## src/rtl/dlbs_pkg.sv

```systemverilog
// package: constants for the deterministic latency bit-slip channel logic
package dlbs_pkg;
  localparam int          SLIP_W        = 5;
  localparam int          SW_WIDTH      = 10;
  localparam int          DW_WIDTH      = 20;
  localparam logic [4:0]  SW_SLIP_MAX   = 5'h09;
  localparam logic [4:0]  DW_SLIP_MAX   = 5'h13;
  localparam logic [4:0]  DW_REPORT_TOP = 5'h13;
  localparam logic [4:0]  SLIP_RST      = 5'h00;
  localparam logic [19:0] WORD_RST      = 20'h00000;
  localparam logic [4:0]  BIT_LAST_SW   = 5'h09;
  localparam logic [4:0]  BIT_LAST_DW   = 5'h13;
  localparam int          REG_LATENCY   = 1;
  typedef enum logic [2:0] {
    DLBS_SER_IDLE = 3'b001,
    DLBS_SER_LOAD = 3'b010,
    DLBS_SER_SHIFT = 3'b100
  } dlbs_ser_t;
endpackage

```

## src/rtl/dlbs_channel.sv

```systemverilog
// module: one deterministic latency channel: slip, report, register-mode fifos, idle
`timescale 1ns/1ns
`default_nettype none

// Operation
// RULE1: forced idle tri-states the transmit output buffer for as long as held high.
// RULE2: outside logic keeps clock recovery locked to reference during out-of-band signalling.
// RULE3: level-detect output only active when 8b/10b coding is selected.
// RULE4: level-detect high when sensed level exceeds threshold, low otherwise.
// RULE5: deterministic mode forces transmit bit-slip and receive fifo register mode; here receive register mode only when NARROW_WIDTH equals CODER_EN.
// RULE6: five-bit transmit slip input and five-bit receive slip report.
// RULE7: transmit serial output slipped by the slip-amount number of bits.
// RULE8: outside logic limits slip to 9 or 19 bits by width.
// RULE9: single width reports binary count of slipped bits.
// RULE10: double width reports nineteen minus slipped bits.
// RULE11: outside logic uses report to choose transmit slip, cancelling latency.
// RULE12: receive register mode passes data with one cycle latency.
// RULE13: single-width register mode needs 8-bit plus coding or 10-bit bypassed.
// RULE14: double-width register mode needs 16-bit plus coding or 20-bit bypassed.
// RULE15: transmit register mode passes data with one cycle latency.
// RULE16: feedback compensation selects fixed-phase parallel clock to reference relation.
// RULE17: system supplies reference clock equal to parallel clock frequency.
// RULE18: each channel takes one channel_clock_pll; aux_transmit_pll cannot serve.
// RULE19: up to four transmit channels may bundle on one shared pll.
// RULE20: fabric oversamples bundled low-rate channels and skips hard coder.
// RULE21: new slip amount applies only from the next serialized word.
module dlbs_channel (
  input  wire logic        SYS_CLK,
  input  wire logic        RSTN,
  input  wire logic        DET_LAT_EN,
  input  wire logic        DOUBLE_WIDTH,
  input  wire logic        CODER_EN,
  input  wire logic        NARROW_WIDTH,
  input  wire logic        TX_REG_MODE_REQ,
  input  wire logic        RX_REG_MODE_REQ,
  input  wire logic        FEEDBACK_EN,
  input  wire logic        PLL_IS_AUX,
  input  wire logic [1:0]  BUNDLE_SIZE,
  input  wire logic        TX_IDLE_FORCE,
  input  wire logic [4:0]  TX_SLIP_AMOUNT,
  input  wire logic [19:0] TX_WORD,
  input  wire logic        TX_WORD_VALID,
  output logic             TX_WORD_READY,
  output logic             TX_SERIAL,
  output logic             TX_SERIAL_OE,
  input  wire logic        RX_LEVEL_ABOVE,
  input  wire logic [4:0]  RX_ALIGNER_SLIP,
  input  wire logic [19:0] RX_WORD_IN,
  output logic [19:0]      RX_WORD_OUT,
  output logic             RX_LEVEL_DETECT,
  output logic [4:0]       RX_SLIP_REPORT,
  output logic             RX_REG_MODE,
  output logic             TX_REG_MODE,
  output logic             TX_BITSLIP_MODE,
  output logic             FEEDBACK_ACTIVE,
  output logic             CONFIG_ERROR
);
  logic             idle_s1;
  logic             idle_s2;
  logic             lvl_s1;
  logic             lvl_s2;
  logic [4:0]       rslip_s1;
  logic [4:0]       rslip_s2;
  logic [19:0]      rx_s1;
  logic [19:0]      rx_s2;
  logic [19:0]      tx_reg;
  logic [19:0]      shifter;
  logic [4:0]       bit_idx;
  logic [4:0]       word_slip;
  logic [4:0]       last_bit;
  logic [4:0]       slip_lim;
  logic             rx_reg_ok;
  logic             tx_have;
  logic [4:0]       tx_pick;
  logic             err_aux;
  logic             err_width;
  logic             err_bundle;
  dlbs_pkg::dlbs_ser_t state;
  dlbs_pkg::dlbs_ser_t next_state;

  // pin-side inputs pass two flops before use
  always_ff @(posedge SYS_CLK or negedge RSTN) begin
    if (!RSTN) begin
      idle_s1 <= 1'b0;
      idle_s2 <= 1'b0;
    end else begin
      idle_s1 <= TX_IDLE_FORCE;
      idle_s2 <= idle_s1;
    end
  end

  // level input changes slowly, so two flops suffice
  always_ff @(posedge SYS_CLK or negedge RSTN) begin
    if (!RSTN) begin
      lvl_s1 <= 1'b0;
      lvl_s2 <= 1'b0;
    end else begin
      lvl_s1 <= RX_LEVEL_ABOVE;
      lvl_s2 <= lvl_s1;
    end
  end

  // slip count is quasi-static, so per-bit sync is safe once it settles
  always_ff @(posedge SYS_CLK or negedge RSTN) begin
    if (!RSTN) begin
      rslip_s1 <= dlbs_pkg::SLIP_RST;
      rslip_s2 <= dlbs_pkg::SLIP_RST;
    end else begin
      rslip_s1 <= RX_ALIGNER_SLIP;
      rslip_s2 <= rslip_s1;
    end
  end

  // word bits sync alone; a word caught mid-change may tear for one cycle
  for (genvar b = 0; b < dlbs_pkg::DW_WIDTH; b++) begin : g_rx_sync
    always_ff @(posedge SYS_CLK or negedge RSTN) begin
      if (!RSTN) begin
        rx_s1[b] <= dlbs_pkg::WORD_RST[b];
        rx_s2[b] <= dlbs_pkg::WORD_RST[b];
      end else begin
        rx_s1[b] <= RX_WORD_IN[b];
        rx_s2[b] <= rx_s1[b];
      end
    end
  end

  // allowed register-mode width/coding pairs
  assign rx_reg_ok = (NARROW_WIDTH == CODER_EN); // see RULE13 see RULE14
  assign RX_REG_MODE = (DET_LAT_EN | RX_REG_MODE_REQ) & rx_reg_ok; // see RULE5 see RULE12
  assign TX_REG_MODE = DET_LAT_EN | TX_REG_MODE_REQ; // see RULE5 see RULE15
  assign TX_BITSLIP_MODE = DET_LAT_EN; // see RULE5
  // aux plls have no feedback path, so they never give fixed phase
  assign FEEDBACK_ACTIVE = FEEDBACK_EN & ~PLL_IS_AUX; // see RULE16 see RULE18
  assign err_aux = DET_LAT_EN & PLL_IS_AUX; // see RULE18
  assign err_width = DET_LAT_EN & ~rx_reg_ok; // see RULE13 see RULE14
  // bundling only makes sense under a shared deterministic pll
  assign err_bundle = (BUNDLE_SIZE != 2'h0) & ~DET_LAT_EN; // see RULE19
  assign CONFIG_ERROR = err_aux | err_width | err_bundle;

  // receive path: exactly one flop after sync, whether or not register mode is set
  always_ff @(posedge SYS_CLK or negedge RSTN) begin
    if (!RSTN) begin
      RX_WORD_OUT <= dlbs_pkg::WORD_RST;
    end else begin
      RX_WORD_OUT <= rx_s2; // see RULE12
    end
  end

  // without coder select the detector is not offered, so it reads low
  always_ff @(posedge SYS_CLK or negedge RSTN) begin
    if (!RSTN) begin
      RX_LEVEL_DETECT <= 1'b0;
    end else begin
      RX_LEVEL_DETECT <= lvl_s2 & CODER_EN; // see RULE3 see RULE4
    end
  end

  // report clears outside the mode so a stale count never lingers
  always_ff @(posedge SYS_CLK or negedge RSTN) begin
    if (!RSTN) begin
      RX_SLIP_REPORT <= dlbs_pkg::SLIP_RST;
    end else if (!DET_LAT_EN) begin
      RX_SLIP_REPORT <= dlbs_pkg::SLIP_RST; // see RULE6
    end else if (DOUBLE_WIDTH) begin
      RX_SLIP_REPORT <= dlbs_pkg::DW_REPORT_TOP - rslip_s2; // see RULE10
    end else begin
      RX_SLIP_REPORT <= rslip_s2; // see RULE9
    end
  end

  // transmit register stage, one cycle
  // ready returns in load so words may run back to back
  assign TX_WORD_READY = ~tx_have | (state == dlbs_pkg::DLBS_SER_LOAD);
  always_ff @(posedge SYS_CLK or negedge RSTN) begin
    if (!RSTN) begin
      tx_reg <= dlbs_pkg::WORD_RST;
    end else if (TX_WORD_VALID && TX_WORD_READY) begin
      tx_reg <= TX_WORD; // see RULE15
    end
  end

  always_ff @(posedge SYS_CLK or negedge RSTN) begin
    if (!RSTN) begin
      tx_have <= 1'b0;
    end else if (TX_WORD_VALID && TX_WORD_READY) begin
      tx_have <= 1'b1;
    end else if (state == dlbs_pkg::DLBS_SER_LOAD) begin
      tx_have <= 1'b0;
    end
  end

  assign last_bit = DOUBLE_WIDTH ? dlbs_pkg::BIT_LAST_DW : dlbs_pkg::BIT_LAST_SW;
  assign slip_lim = DOUBLE_WIDTH ? dlbs_pkg::DW_SLIP_MAX : dlbs_pkg::SW_SLIP_MAX;

  always_comb begin
    next_state = state;
    case (state)
      dlbs_pkg::DLBS_SER_IDLE: begin
        if (tx_have) begin
          next_state = dlbs_pkg::DLBS_SER_LOAD;
        end
      end
      dlbs_pkg::DLBS_SER_LOAD: begin
        next_state = dlbs_pkg::DLBS_SER_SHIFT;
      end
      dlbs_pkg::DLBS_SER_SHIFT: begin
        if (bit_idx == last_bit) begin
          next_state = tx_have ? dlbs_pkg::DLBS_SER_LOAD : dlbs_pkg::DLBS_SER_IDLE;
        end
      end
      default: begin
        // illegal codes fall back to idle
        next_state = dlbs_pkg::DLBS_SER_IDLE;
      end
    endcase
  end

  always_ff @(posedge SYS_CLK or negedge RSTN) begin
    if (!RSTN) begin
      state <= dlbs_pkg::DLBS_SER_IDLE;
    end else begin
      state <= next_state;
    end
  end

  // slip latched only at word load, so a mid-word change cannot tear a word
  always_ff @(posedge SYS_CLK or negedge RSTN) begin
    if (!RSTN) begin
      word_slip <= dlbs_pkg::SLIP_RST;
    end else if (state == dlbs_pkg::DLBS_SER_LOAD) begin
      if (!DET_LAT_EN) begin
        word_slip <= dlbs_pkg::SLIP_RST;
      end else if (TX_SLIP_AMOUNT > slip_lim) begin
        word_slip <= slip_lim; // out-of-range amount clamped, see RULE8
      end else begin
        word_slip <= TX_SLIP_AMOUNT; // see RULE21 see RULE6
      end
    end
  end

  // serializer: rotate word by slip so output starts slip bits late
  // word held whole here while tx_reg refills behind it
  always_ff @(posedge SYS_CLK or negedge RSTN) begin
    if (!RSTN) begin
      shifter <= dlbs_pkg::WORD_RST;
    end else if (state == dlbs_pkg::DLBS_SER_LOAD) begin
      shifter <= tx_reg;
    end
  end

  // index wraps at the last bit even when idle follows
  always_ff @(posedge SYS_CLK or negedge RSTN) begin
    if (!RSTN) begin
      bit_idx <= 5'h00;
    end else if (state == dlbs_pkg::DLBS_SER_LOAD) begin
      bit_idx <= 5'h00;
    end else if (state == dlbs_pkg::DLBS_SER_SHIFT) begin
      bit_idx <= (bit_idx == last_bit) ? 5'h00 : bit_idx + 5'h01;
    end
  end

  // rotated pick keeps the slip inside one word rather than across words
  assign tx_pick = sel_bit(bit_idx, word_slip, last_bit);

  always_ff @(posedge SYS_CLK or negedge RSTN) begin
    if (!RSTN) begin
      TX_SERIAL <= 1'b0;
    end else if (state == dlbs_pkg::DLBS_SER_SHIFT) begin
      // bit position = (idx + width - slip) mod width
      TX_SERIAL <= shifter[tx_pick]; // see RULE7
    end else begin
      // line idles low between words
      TX_SERIAL <= 1'b0;
    end
  end

  // slip never above the last bit here; the load clamps it
  function automatic logic [4:0] sel_bit(input logic [4:0] idx,
                                         input logic [4:0] slp,
                                         input logic [4:0] lst);
    logic [5:0] sum;
    sum = {1'b0, idx} + {1'b0, lst} + 6'h01 - {1'b0, slp};
    if (sum > {1'b0, lst}) begin
      sum = sum - ({1'b0, lst} + 6'h01);
    end
    sel_bit = sum[4:0];
  endfunction

  always_ff @(posedge SYS_CLK or negedge RSTN) begin
    if (!RSTN) begin
      TX_SERIAL_OE <= 1'b0;
    end else begin
      // oe low is electrical idle: the pin floats
      TX_SERIAL_OE <= ~idle_s2; // see RULE1
    end
  end
endmodule

`default_nettype wire

```

## config.mk

```make
export PLATFORM = sky130hd
export DESIGN_NAME = dlbs_channel
export DESIGN_NICKNAME = d
export VERILOG_FILES = /design/src/rtl/dlbs_pkg.sv /design/src/rtl/dlbs_channel.sv
export SDC_FILE = /design/constraint.sdc
export NUM_CORES = 1
export LEC_CHECK = 0
export ABC_AREA = 0
export BUFFER_PORTS_ARGS = -buffer_cell sky130_fd_sc_hd__buf_2
export CAP_MARGIN = 15
export CORE_MARGIN = 8
export CORE_UTILIZATION = 45
export DETAILED_ROUTE_END_ITERATION = 7
export PLACE_DENSITY = 0.67
export SYNTH_ARGS = -nofsm -noshare
export SYNTH_HDL_FRONTEND = slang
export SYNTH_SLANG_ARGS = --single-unit
```

## constraint.sdc

```tcl
create_clock -name SYS_CLK -period 7.6 [get_ports SYS_CLK]
set_input_delay 0.38 -clock SYS_CLK [delete_from_list [all_inputs] [get_ports SYS_CLK]]
set_output_delay 0.38 -clock SYS_CLK [all_outputs]
set_load 0.005 [all_outputs]
```

== Yosys cells after proc, flatten, opt, wreduce, memory -nomap -nowiden ==
Index checks and enable logic that the tools add are counted.
Word-level totals
  flip-flop bits (word level): 136
  word-level logic and storage cells: 113
Cells by class
  $add $sub $neg: 7
  $lt $le $gt $ge: 3
  equal/unequal tests: 7
  mux-type cells: 18
  bitwise operators: 16
  reductions and logical operators: 5
Operators by type and width (count)
  2-to-1 mux 5 bit: 9
  adder 5 x 1 -> 5 bit, second input constant: 2
  one-hot mux 3 bit (3 select lines): 1
  adder 5 x 5 -> 6 bit: 1
  adder 6 x 1 -> 6 bit, second input constant: 1
  AND 1 bit: 6
  greater-than comparator 6 x 5 -> 1 bit: 1
  < comparator 5 x 6 -> 1 bit, second input constant: 1
  2-to-1 mux 3 bit: 2
  nonzero test 2 bit: 3
  subtractor 6 x 5 -> 6 bit: 1
  binary-select mux 1 bit (select 5 bit): 1
  equality test 5 bit: 1
  greater-than comparator 5 bit: 1
  NOT 1 bit: 5
  OR 1 bit: 5
  subtractor 5 bit: 1
  subtractor 5 bit, first input constant: 1
  2-to-1 mux 1 bit: 4
  inequality test 2 bit, second input constant: 2
  equality test 3 x 1 -> 1 bit, second input constant: 1
  equality test 3 x 2 -> 1 bit, second input constant: 1
  equality test 3 bit, second input constant: 1
  2-to-1 mux 2 bit: 1
  3 further kinds: 3

== Longest topological paths before layout ==
Gate-level depths: netlist of the first run.
  word-level depth: 9
  gate-level depth with buffers: 19
  gate-level depth less buffers: 19

== Worst setup path before layout of the first run ==
No wires, ideal clock.
  path kind: register -> register
  from: reg bit_idx[0]
  to: reg TX_SERIAL
  data arrival time: 3.564 ns
  setup slack: 3.924 ns
  cell stages (with the launch flop): 19
  path buffers: 0
  period minus slack after synthesis: 3.676 ns
  cell sequence: dfrtp_1 > inv_1 > ha_1 > ha_1 > nor2_1 > fa_1 > inv_1 > a21o_2 > a21oi_1 > xnor2_1 > ha_1 > a21oi_1 > inv_1 > o21ai_0 > and2_4 > mux2_4 > nor3b_1 > a22oi_1 > a2111oi_2
Between the ends
  longest elaborated chain between the ends: 8
Ends and longest elaborated chain
  start, declared: RTL line dlbs_channel.sv:68  | logic [4:0] bit_idx;
  start signal, assigned: RTL line dlbs_channel.sv:258  | bit_idx <= (bit_idx == last_bit) ? 5'h00 : bit_idx + 5'h01;
  adder 5 x 5 -> 6 bit (*): RTL line dlbs_channel.sv:282  | sum = {1'b0, idx} + {1'b0, lst} + 6'h01 - {1'b0, slp};
  adder 6 x 1 -> 6 bit (*): RTL line dlbs_channel.sv:282
  subtractor 6 x 5 -> 6 bit (*): RTL line dlbs_channel.sv:282
  subtractor 5 bit or greater-than comparator 6 x 5 -> 1 bit (tied branches): RTL line dlbs_channel.sv:284, dlbs_channel.sv:283
  2-to-1 mux 5 bit (*): RTL line dlbs_channel.sv:283  | if (sum > {1'b0, lst}) begin
  binary-select mux 1 bit (select 5 bit) (*): RTL line dlbs_channel.sv:270  | TX_SERIAL <= shifter[tx_pick];
  2-to-1 mux 1 bit (implied by the code) (*): RTL line dlbs_channel.sv:270
  2-to-1 mux 1 bit (*): RTL line dlbs_channel.sv:268  | end else if (state == dlbs_pkg::DLBS_SER_SHIFT) begin
  end signal, assigned: RTL line dlbs_channel.sv:270
  end, declared: RTL line dlbs_channel.sv:44  | output logic TX_SERIAL,
Every way passes the cells marked *; elsewhere a longest branch is shown, timed or not. The select of a mux whose other input is x is not followed.
A chain may end at the register's enable or synchronous reset.

== Worst setup path after layout of the first run ==
Ends and elaborated chain as after synthesis.

==> results by group, run 1 <==
Synth
  • Part of the Yosys area used for sequential elements: 65.0%
  • Compound-cell area share of the yosys netlist: 5.73%
  • Ys async rst share: 100%
  • Mux cell area share after synthesis: 7.53%
  • Area share of fa/ha/maj cells after synthesis: 5.45%
  • Synth Register Bits: 136
  • Number of instances in the synthesized netlist: 413
  • Cell area after synthesis: 5240 µm²
  • Post-synthesis share of cell area spent on xor and xnor gates: 2.15%
  • Most used flip-flop cell after synthesis: dfrtp_1
  • Number of distinct library cells after synthesis: 51
  • Syn Nets: 499
  • Ys Warns: 0
  • Number of enable flip-flop cells after synthesis: 0
  • Combinational family with the most area after synthesis: simple AND/OR/NAND/NOR gates
  • Average size of a mapped cell: 12.7 µm²
  • Synthesized-area fraction occupied by and/or/nand/nor cells: 11.3%

Routing
  • Drc violations: 0
  • Wire length reported by the detailed router: 10.1 mm
  • Detailed-routing iteration count for the pre-antenna-repair pass: 4
  • Via count: 3,358
  • Antenna Nets Post-Route: 0
  • Iter 0 DRT Violations: 130
  • Average wire per standard cell: 15.0 µm
  • Drt via density: 4.97

Placed design
  • Dpl hpwl: 7.30 mm
  • PortBufs: 98
  • Worst-case setup slack after placement: 3.32 ns
  • Final weighted congestion in routability-driven placement: 0.886

Setup path
  • Critical path class: flop to flop
  • Worst Reg2Reg Path Length in Cells: 19
  • Buffers and inverters on the worst path: 4
  • Critical path data required time: 7.89 ns
  • CP cell instances: inv_1 -> ha_1 -> inv_1 -> ha_1 -> nor2_1 -> fa_1 -> inv_1 -> a21o_2 -> a21oi_1 -> xnor2_1 -> ha_1 -> a21oi_1 -> inv_1 -> o21ai_0 -> and2_4 -> mux2_4 -> nor3b_1 -> a22oi_1 -> a2111oi_2
  • CP Depth: 19
  • Startpoint of the worst setup timing path: bit_idx[0]$_DFFE_PN0P_
  • Worst path arrival time: 4.44 ns
  • Critical path peak fanout: 5
  • Startpoint kind of the worst setup timing path: flop
  • Worst flop-to-flop path startpoint: bit_idx[0]$_DFFE_PN0P_
  • CP peak stage delay: 0.41 ns
  • Max stage delay cell, worst path: dfrtp_1
  • Critical path's most frequent cell: inv_1
  • Top delay family on crit path: compound AO/OA/AOI/OAI gates
  • CP Capture Type: flop

Clock tree
  • Number of clock sinks: 136
  • Post-cts resize count: 0
  • H-tree depth reported by CTS: 4
  • CTS tree: yes
  • Count of buffers added by post-CTS timing repair for setup: 0
  • Clock transition at path regs: 0.06 ns
  • Number of hold buffers added after CTS: 0
  • Worst-Skew Late Latency: 0.40 ns
  • Number of buffers on the longest clock path: 2
  • Root Buffer: clkbuf_16
  • Clock buffers created by TritonCTS: 17

Floorplanning
  • Placement row count: 39
  • I/O pin cnt: 99
  • Full die area: 15,300 µm²
  • Die height: 124 µm
  • Starting utilization of the core area: 46.1%
  • Horizontal extent of the die: 124 µm
  • Core region area: 11,400 µm²

Global routing
  • Via count of the first global-routing pass: 3,687
  • Grt total ovfl: 0
  • Overall Global Routing Usage: 14.5%
  • Number of antenna violations at the first check in global routing: 1
  • Global-route wire length before repair: 17.3 mm
  • Largest net degree at the start of global routing: 83

Final layout
  • Most common library cell in the layout ignoring fill and taps: dfrtp_1
  • Most used cells in the layout excluding fill and tap cells: dfrtp_1, buf_2, nand2_1
  • Proportion of layout cells with a drive suffix above 1: 30.9%
  • Net count, final: 605
  • Area growth from synthesis to final layout: 24.3%

Pwr
  • Cell leakage power: 3.21 nW
  • Cell area power density: 487 nW/µm²
  • Worst-case vdd ir drop: 0.281 mV
  • Total power draw: 3.17 mW

Timing
  • Highest achievable clock rate: 0.241 GHz
  • Final critical-path setup slack: 3.45 ns
  • Final setup violation count: 0
  • Final total negative setup slack: 0 ns
  • Portion of the clock cycle consumed by the worst path in the final layout: 54.6%
  • Max Slew Vio Count: 0
  • Slew HR: 44.7%
  • Worst-case clock skew: 0.00494 ns
  • Actual slew at the worst max-slew pin: 0.827 ns
  • RSZ-0062 raised after global routing: no
  • Time the worst path needs with I/O delays and setup: 4.15 ns
  • Final number of hold-violating endpoints: 0

Run
  • Max-cap check violation count: 0

Outcome
  • Outcome: finished clean

Min path
  • Class of the tightest hold or removal check: input port to async pin
-- final cells by class --
type | count | area, µm²
clock buffers | 19 | 453
diodes | 2 | 5.00
repair buffers | 100 | 512
well taps | 143 | 179
flip-flops and latches | 136 | 3400
fillers | 959 | 4860
clock inverters | 12 | 189
inverters | 23 | 86.3
multi-input cells | 241 | 1680
-- per-stage QoR --
stage | std cells | hold slack (ns) | util, % | area (µm²)
after floorplan | 413 | 0.0844 | - | 5240
after global placement | 643 | 0.332 | 51.6 | 5860
after detailed placement | 643 | 0.335 | 51.6 | 5860
after CTS | 674 | 0.0424 | 57.2 | 6500
after global routing | 674 | 0.0615 | 57.2 | 6500
final | 676 | 0.00387 | 57.3 | 6510
-- power breakdown --
group / switching, mW / total, mW / internal (mW)
logic: 0.711 / 1.31 / 0.600
registers: 0.0972 / 0.981 / 0.884
clock network: 0.307 / 0.878 / 0.571
-- cells in the mapped netlist, drive strengths merged (2+ instances only) --
| cell type | instances | share of area [%] |
|---|---|---|
| dfrtp | 135 | 65 |
| nand2 | 82 | 5.9 |
| inv | 23 | 1.6 |
| mux2 | 23 | 5.0 |
| ha | 18 | 4.3 |
| a21oi | 13 | 1.3 |
| nor2 | 13 | 0.93 |
| o21ai | 13 | 1.2 |
| clkbuf | 10 | 0.72 |
| and2 | 6 | 0.76 |
| nand3 | 6 | 0.57 |
| xnor2 | 6 | 1.0 |
| xor2 | 6 | 1.1 |
| a21o | 5 | 0.76 |
| nand2b | 5 | 0.60 |
| mux4 | 4 | 1.9 |
| nor2b | 4 | 0.48 |
| buf | 3 | 0.50 |
| fa | 3 | 1.1 |
| mux2i | 3 | 0.57 |
| nand4 | 3 | 0.36 |
| nor3 | 3 | 0.29 |
| a2111oi | 2 | 0.45 |
| and3 | 2 | 0.24 |
| nor4b | 2 | 0.33 |
| o22ai | 2 | 0.24 |
| or2 | 2 | 0.24 |
-- cells by family after synthesis --
kind of cell               after synthesis
buffers and inverters                   36
AOI/OAI and AO/OA                       46
DFF                                    136
xor gates and xnor gates                12
and+or+nand+nor                        132
muxes                                   30
adders and majority gates               21
-- worst reg2reg max path, stage by stage (launching register included) --
cell and delay, ns:
dfrtp_1 0.41, inv_1 0.10, ha_1 0.32, inv_1 0.05, ha_1 0.18, nor2_1 0.14
fa_1 0.22, inv_1 0.05, a21o_2 0.20, a21oi_1 0.17, xnor2_1 0.18, ha_1 0.32
a21oi_1 0.17, inv_1 0.09, o21ai_0 0.24, and2_4 0.23, mux2_4 0.32, nor3b_1 0.22
a22oi_1 0.13, a2111oi_2 0.30
-- routing by layer --
layer / track usage [%] / up-vias / routed length, µm
li1: - / 1585 / -
met1: 16.9 / 1646 / 4190
met2: 22.7 / 97 / 4860
met3: 6.07 / 28 / 720
met4: 7.67 / 2 / 336
met5: 0 / - / 13
-- path summary, 6_finish.rpt --
path,slack (ns),end
min,0.004,rx_s1[11]$_DFF_PN0_
max reg2reg,3.45,TX_SERIAL$_DFF_PN0_
max in group asynchronous,6.44,RX_WORD_OUT[13]$_DFF_PN0_
max,3.45,TX_SERIAL$_DFF_PN0_
min reg2reg,0.34,rslip_s2[3]$_DFF_PN0_
min in group SYS_CLK,0.08,rx_s1[0]$_DFF_PN0_
No activity file was read; power rests on OpenSTA's default activity.
==> inputs of run 2 (changes only) <==
Settings changed: PLACE_DENSITY 0.67 to 0.7.
Clock period 7.6 ns to 3.7 ns, I/O delays scaled along.
==> results by group, run 2 (synthesized netlist as in run 1, its figures left out) <==
Setup path
  • Buffers and inverters on the worst path: 2 (was 4)
  • Critical path class: flop to flop (unchanged)
  • CP Capture Type: flop (unchanged)
  • Critical path data required time: 3.98 ns (was 7.89 ns)
  • Worst path arrival time: 3.95 ns (was 4.44 ns)
  • Startpoint kind of the worst setup timing path: flop (unchanged)
  • CP cell instances: ha_4 -> inv_2 -> ha_4 -> buf_4 -> o211ai_1 -> nand2_1 -> xor2_2 -> ha_4 -> and3_4 -> nand3_2 -> o21ai_2 -> and2_4 -> mux2_4 -> nor3b_2 -> a22oi_2 -> a2111oi_2 (was inv_1 -> ha_1 -> inv_1 -> ha_1 -> nor2_1 -> fa_1 -> inv_1 -> a21o_2 -> a21oi_1 -> xnor2_1 -> ha_1 -> a21oi_1 -> inv_1 -> o21ai_0 -> and2_4 -> mux2_4 -> nor3b_1 -> a22oi_1 -> a2111oi_2)
  • Critical path peak fanout: 4 (was 5)
  • Max stage delay cell, worst path: dfrtp_1 (unchanged)
  • Top delay family on crit path: compound AO/OA/AOI/OAI gates (unchanged)
  • Critical path's most frequent cell: ha_4 (was inv_1)
  • CP peak stage delay: 0.40 ns (was 0.41 ns)

Clock tree
  • Number of buffers on the longest clock path: 2 (unchanged)
  • H-tree depth reported by CTS: 4 (unchanged)
  • CTS tree: yes (unchanged)
  • Clock transition at path regs: 0.06 ns (about the same)
  • Clock buffers created by TritonCTS: 17 (unchanged)
  • Number of clock sinks: 136 (unchanged)
  • Root Buffer: clkbuf_16 (unchanged)
  • Worst-Skew Late Latency: 0.40 ns (about the same)

Routing
  • Via count: 3,596 (was 3,358)
  • Iter 0 DRT Violations: 104 (was 130)
  • Antenna Nets Post-Route: 0 (unchanged)
  • Drc violations: 0 (unchanged)
  • Detailed-routing iteration count for the pre-antenna-repair pass: 4 (unchanged)
  • Wire length reported by the detailed router: 11.2 mm (was 10.1 mm)
  • Average wire per standard cell: 15.2 µm (was 15.0 µm)
  • Drt via density: 4.86 (was 4.97)

Floorplanning
  • Placement row count: 39 (unchanged)
  • Starting utilization of the core area: 46.1% (unchanged)
  • Horizontal extent of the die: 124 µm (unchanged)
  • Core region area: 11,400 µm² (unchanged)
  • Full die area: 15,300 µm² (unchanged)
  • I/O pin cnt: 99 (unchanged)
  • Die height: 124 µm (unchanged)

Final layout
  • Core occupancy in the finished layout: 63.4% (was 57.3%)
  • Net count, final: 668 (was 605)
  • Most common library cell in the layout ignoring fill and taps: dfrtp_1 (unchanged)
  • Most used cells in the layout excluding fill and tap cells: dfrtp_1, buf_2, nand2_1 (unchanged)
  • Area growth from synthesis to final layout: 37.8% (was 24.3%)
  • Layout Cells excl Fill: 740 (was 676)
  • Proportion of layout cells with a drive suffix above 1: 38.0% (was 30.9%)
  • Fillers: 817 (was 959)

Global routing
  • Number of antenna violations at the first check in global routing: 0 (was 1)
  • Via count of the first global-routing pass: 3,918 (was 3,687)
  • Layer with the highest usage after global routing: met2 (unchanged)
  • Global-route wire length before repair: 18.2 mm (was 17.3 mm)
  • Grt total ovfl: 0 (unchanged)
  • Global Route met3 Usage: 5.89% (was 6.07%)
  • Fraction of met2 tracks used by global routing: 25.8% (was 22.7%)
  • Largest net degree at the start of global routing: 118 (was 83)
  • Overall Global Routing Usage: 15.4% (was 14.5%)
  • Met1 routing resource usage after global routing: 16.9% (about the same)

Min path
  • Class of the tightest hold or removal check: input port to flop (was input port to async pin)

Placed design
  • Final weighted congestion in routability-driven placement: 0.891 (was 0.886)
  • Dpl hpwl: 7.13 mm (was 7.30 mm)
  • Placed cell count: 656 (was 643)
  • PortBufs: 98 (unchanged)

Pwr
  • Cell leakage power: 3.49 nW (was 3.21 nW)
  • Worst-case vdd ir drop: 0.722 mV (was 0.281 mV)
  • Cell area power density: 1120 nW/µm² (was 487 nW/µm²)

Timing
  • Actual slew at the worst max-slew pin: 0.991 ns (was 0.827 ns)
  • Final number of hold-violating endpoints: 0 (unchanged)
  • Slew HR: 33.9% (was 44.7%)
  • Worst-case clock skew: 0.00808 ns (was 0.00494 ns)
  • RSZ-0062 raised after global routing: yes (was no)
  • Final total negative setup slack: 0 ns (unchanged)
  • Portion of the clock cycle consumed by the worst path in the final layout: 99.2% (was 54.6%)
  • Final setup violation count: 0 (unchanged)
  • Time the worst path needs with I/O delays and setup: 3.67 ns (was 4.15 ns)
  • Worst hold-check slack: 0.0181 ns (was 0.00387 ns)
  • Highest achievable clock rate: 0.273 GHz (was 0.241 GHz)
  • Max Slew Vio Count: 0 (unchanged)

Outcome
  • Outcome: finished clean (unchanged)

Run
  • Max-cap check violation count: 0 (unchanged)
-- run 2: worst paths after layout --
check | slack [ns] | cells after the start | endpoint | startpoint
setup reg to reg | 0.03 | 16 | TX_SERIAL$_DFF_PN0_ | word_slip[0]$_DFFE_PN0N_
setup / recovery | 0.03 | 16 | TX_SERIAL$_DFF_PN0_ | word_slip[0]$_DFFE_PN0N_
hold / removal | 0.02 | 2 | tx_reg[14]$_DFFE_PN0P_ | TX_WORD[14]
max in group asynchronous | 2.34 | 3 | tx_reg[10]$_DFFE_PN0P_ | RSTN
min in group asynchronous | 0.48 | 2 | rx_s2[17]$_DFF_PN0_ | RSTN
hold reg to reg | 0.34 | 0 | rslip_s2[3]$_DFF_PN0_ | rslip_s1[3]$_DFF_PN0_
-- run 2: worst register-to-register path: stages, from the launching register on --
cell and delay [ns]:
dfrtp_1 0.40, ha_4 0.31, inv_2 0.05, ha_4 0.16
buf_4 0.13, o211ai_1 0.33, nand2_1 0.17, xor2_2 0.22
ha_4 0.31, and3_4 0.19, nand3_2 0.06, o21ai_2 0.08
and2_4 0.19, mux2_4 0.33, nor3b_2 0.21, a22oi_2 0.11
a2111oi_2 0.32
-- run 2: per-layer routing --
metal | share of wire [%] | wire length (µm)
met5 | 0 | 0
met4 | 1.9 | 214
met1 | 40 | 4520
met3 | 6.4 | 714
met2 | 51 | 5770
-- run 2: repair_timing --
action	CTS	global route
cloned	0	0
hold buffers	33	0
hold endpoints to repair	147	0
resized for setup	14	24
endpoints found under the setup margin	1	1
buffers inserted	13	6
pin swaps	12	18
-- run 2: area by class of cell --
cell class | count | area (µm²) | share of cell area (%)
Sequential cell | 136 | 3400 | 47.2
Multi-Input combinational cell | 241 | 1890 | 26.1
Timing Repair Buffer | 163 | 1070 | 14.8
Clock buffer | 18 | 439 | 6.09
Tap cell | 143 | 179 | 2.48
Clock inverter | 14 | 146 | 2.03
Inverter | 23 | 86.3 | 1.20
Antenna cell | 2 | 5.00 | 0.0694
-- run 2: metrics by stage --
stage	worst slack, ns	cell area [µm²]	power [mW]
CTS	0.00957	7030	7.28
finish	0.0311	7210	8.10
floorplan	0.0245	5240	4.13
detailed placement	-0.214	5960	5.01
global route	-0.108	7210	8.57
global placement	0.0135	5960	4.84
-- run 2: power breakdown --
part	switching (mW)	total (mW)	internal, mW	leakage [nW]
sequential	0.200	2.02	1.82	1.63
clock	0.620	1.63	1.01	0.283
combinational	2.13	4.45	2.32	1.57
total	2.95	8.10	5.15	3.49
==> inputs of run 3 (changes only) <==
Settings changed: PLACE_DENSITY 0.7 to 0.67.
Clock period 3.7 ns to 4.65 ns, I/O delays scaled along.
==> results by group, run 3 (synthesized netlist as in run 1, its figures left out) <==
Outcome
  • Outcome: finished clean (unchanged)

Routing
  • Via count: 3,453 (was 3,596)
  • Iter 0 DRT Violations: 123 (was 104)
  • Wire length reported by the detailed router: 10.6 mm (was 11.2 mm)
  • Drc violations: 0 (unchanged)
  • Drt via density: 4.90 (was 4.86)
  • Average wire per standard cell: 15.1 µm (was 15.2 µm)
  • Detailed-routing iteration count for the pre-antenna-repair pass: 4 (unchanged)
  • Antenna Nets Post-Route: 0 (unchanged)

Timing
  • Slew HR: 44.6% (was 33.9%)
  • RSZ-0062 raised after global routing: no (was yes)
  • Final total negative setup slack: 0 ns (unchanged)
  • Worst-case clock skew: 0.0169 ns (was 0.00808 ns)
  • Portion of the clock cycle consumed by the worst path in the final layout: 88.3% (was 99.2%)
  • Max Slew Vio Count: 0 (unchanged)
  • Highest achievable clock rate: 0.244 GHz (was 0.273 GHz)
  • Final number of hold-violating endpoints: 0 (unchanged)
  • Final setup violation count: 0 (unchanged)
  • Actual slew at the worst max-slew pin: 0.828 ns (was 0.991 ns)
  • Time the worst path needs with I/O delays and setup: 4.11 ns (was 3.67 ns)

Clock tree
  • CTS tree: yes (unchanged)
  • Worst-Skew Late Latency: 0.42 ns (was 0.40 ns)
  • H-tree depth reported by CTS: 4 (unchanged)
  • Clock buffers created by TritonCTS: 17 (unchanged)
  • Clock transition at path regs: 0.06 ns (about the same)
  • Root Buffer: clkbuf_16 (unchanged)
  • Number of clock sinks: 136 (unchanged)
  • Count of buffers added by post-CTS timing repair for setup: 0 (was 13)
  • Number of buffers on the longest clock path: 2 (unchanged)
  • Post-cts resize count: 0 (was 14)

Floorplanning
  • Die height: 124 µm (unchanged)
  • Starting utilization of the core area: 46.1% (unchanged)
  • Core region area: 11,400 µm² (unchanged)
  • Horizontal extent of the die: 124 µm (unchanged)
  • Placement row count: 39 (unchanged)
  • I/O pin cnt: 99 (unchanged)
  • Full die area: 15,300 µm² (unchanged)

Global routing
  • Grt total ovfl: 0 (unchanged)
  • Global Route met3 Usage: 7.48% (was 5.89%)
  • Layer with the highest usage after global routing: met2 (unchanged)
  • Via count of the first global-routing pass: 3,765 (was 3,918)
  • Number of antenna violations at the first check in global routing: 4 (was 0)
  • Largest net degree at the start of global routing: 82 (was 118)
  • Overall Global Routing Usage: 15.5% (was 15.4%)
  • Met1 routing resource usage after global routing: 16.9% (about the same)
  • Global-route wire length before repair: 18.1 mm (was 18.2 mm)
  • Fraction of met2 tracks used by global routing: 25.3% (was 25.8%)

Final layout
  • Net count, final: 633 (was 668)
  • Most common library cell in the layout ignoring fill and taps: dfrtp_1 (unchanged)
  • Most used cells in the layout excluding fill and tap cells: dfrtp_1, buf_2, nand2_1 (unchanged)
  • Core occupancy in the finished layout: 58.8% (was 63.4%)
  • Area growth from synthesis to final layout: 27.7% (was 37.8%)
  • Proportion of layout cells with a drive suffix above 1: 28.6% (was 38.0%)
  • Post-route design area: 6690 µm² (was 7210 µm²)
  • Layout Cells excl Fill: 704 (was 740)

Pwr
  • Worst-case vdd ir drop: 0.586 mV (was 0.722 mV)
  • Cell area power density: 742 nW/µm² (was 1120 nW/µm²)
  • Cell leakage power: 3.27 nW (was 3.49 nW)

Placed design
  • Dpl hpwl: 7.26 mm (was 7.13 mm)
  • Placed cell count: 643 (was 656)
  • Total cell area at the placement stage: 5860 µm² (was 5960 µm²)
  • PortBufs: 98 (unchanged)
  • Final weighted congestion in routability-driven placement: 0.871 (was 0.891)

Setup path
  • CP Capture Type: flop (unchanged)
  • Worst path arrival time: 4.40 ns (was 3.95 ns)
  • Critical path class: flop to flop (unchanged)
  • Startpoint kind of the worst setup timing path: flop (unchanged)
  • Critical path peak fanout: 5 (was 4)
  • Critical path data required time: 4.94 ns (was 3.98 ns)

Min path
  • Class of the tightest hold or removal check: input port to flop (unchanged)

Run
  • Max-cap check violation count: 0 (unchanged)
-- run 3: cell count changes in the layout (fill, tap and decap cells not counted), sizes merged --
cell / before / now
dlygate4sd3: 33 / 28
inv: 26 / 24
bufinv: 2 / 0
clkinv: 6 / 2
clkbuf: 18 / 25
buf: 130 / 100
-- run 3: final timing paths --
kind	cells past startpoint	to	slack, ns	start
worst min register to register	0	RX_WORD_OUT[0]$_DFF_PN0_	0.34	rx_s2[0]$_DFF_PN0_
min in group asynchronous	2	RX_WORD_OUT[8]$_DFF_PN0_	0.43	RSTN
max in group asynchronous	3	rx_s1[9]$_DFF_PN0_	3.07	RSTN
worst max-delay path	18	TX_SERIAL$_DFF_PN0_	0.54	bit_idx[0]$_DFFE_PN0P_
worst min-delay path	2	tx_have$_DFFE_PN0P_	0.02	TX_WORD_VALID
worst max register to register	18	TX_SERIAL$_DFF_PN0_	0.54	bit_idx[0]$_DFFE_PN0P_
-- run 3: final cells by class --
type / count / area, µm²
inverter: 23 / 86.3
antenna: 2 / 5.00
timing repair buffer: 128 / 792
clock inverter: 6 / 41.3
multi-input combinational: 241 / 1680
fill: 907 / 4680
sequential: 136 / 3400
clock buffer: 25 / 495
tap: 143 / 179
-- run 3: where the power goes --
| part | internal (mW) | switching, mW |
|---|---|---|
| clock | 0.734 | 0.461 |
| sequential | 1.44 | 0.159 |
| combinational | 0.997 | 1.16 |
| total | 3.18 | 1.78 |
-- run 3: timing repair --
| item | 4_1_cts | 5_1_grt |
|---|---|---|
| setup endpoints to repair | 0 | 0 |
| hold buffers | 28 | 0 |
| hold endpoints to repair | 106 | 0 |
-- run 3: metal layers --
layer | vias to the layer above | share of wire, %
met5 | - | 0.28
li1 | 1650 | -
met2 | 84 | 51
met1 | 1694 | 39
met3 | 19 | 7.8
met4 | 6 | 1.9
-- run 3: worst max-delay path, cell delays in order (launching register included) --
cell and delay (ns):
dfrtp_1 0.41, inv_1 0.10, ha_1 0.33, ha_1 0.21
nor2_1 0.15, fa_1 0.23, inv_1 0.05, a21o_2 0.20
a21oi_1 0.16, xnor2_1 0.17, ha_1 0.32, a21oi_1 0.14
inv_1 0.06, o21ai_0 0.23, and2_4 0.23, mux2_4 0.32
nor3b_1 0.25, a22oi_1 0.14, a2111oi_2 0.29
-- run 3: metrics by stage --
| step | hold WS (ns) | setup WS [ns] | power (mW) |
|---|---|---|---|
| after floorplan | -0.0631 | 0.974 | 3.29 |
| after global placement | 0.310 | 0.693 | 3.63 |
| after detailed placement | 0.311 | 0.579 | 3.74 |
| after CTS | 0.0139 | 0.540 | 4.98 |
| after global routing | 0.0299 | 0.0765 | 5.35 |
| final | 0.0216 | 0.544 | 4.96 |
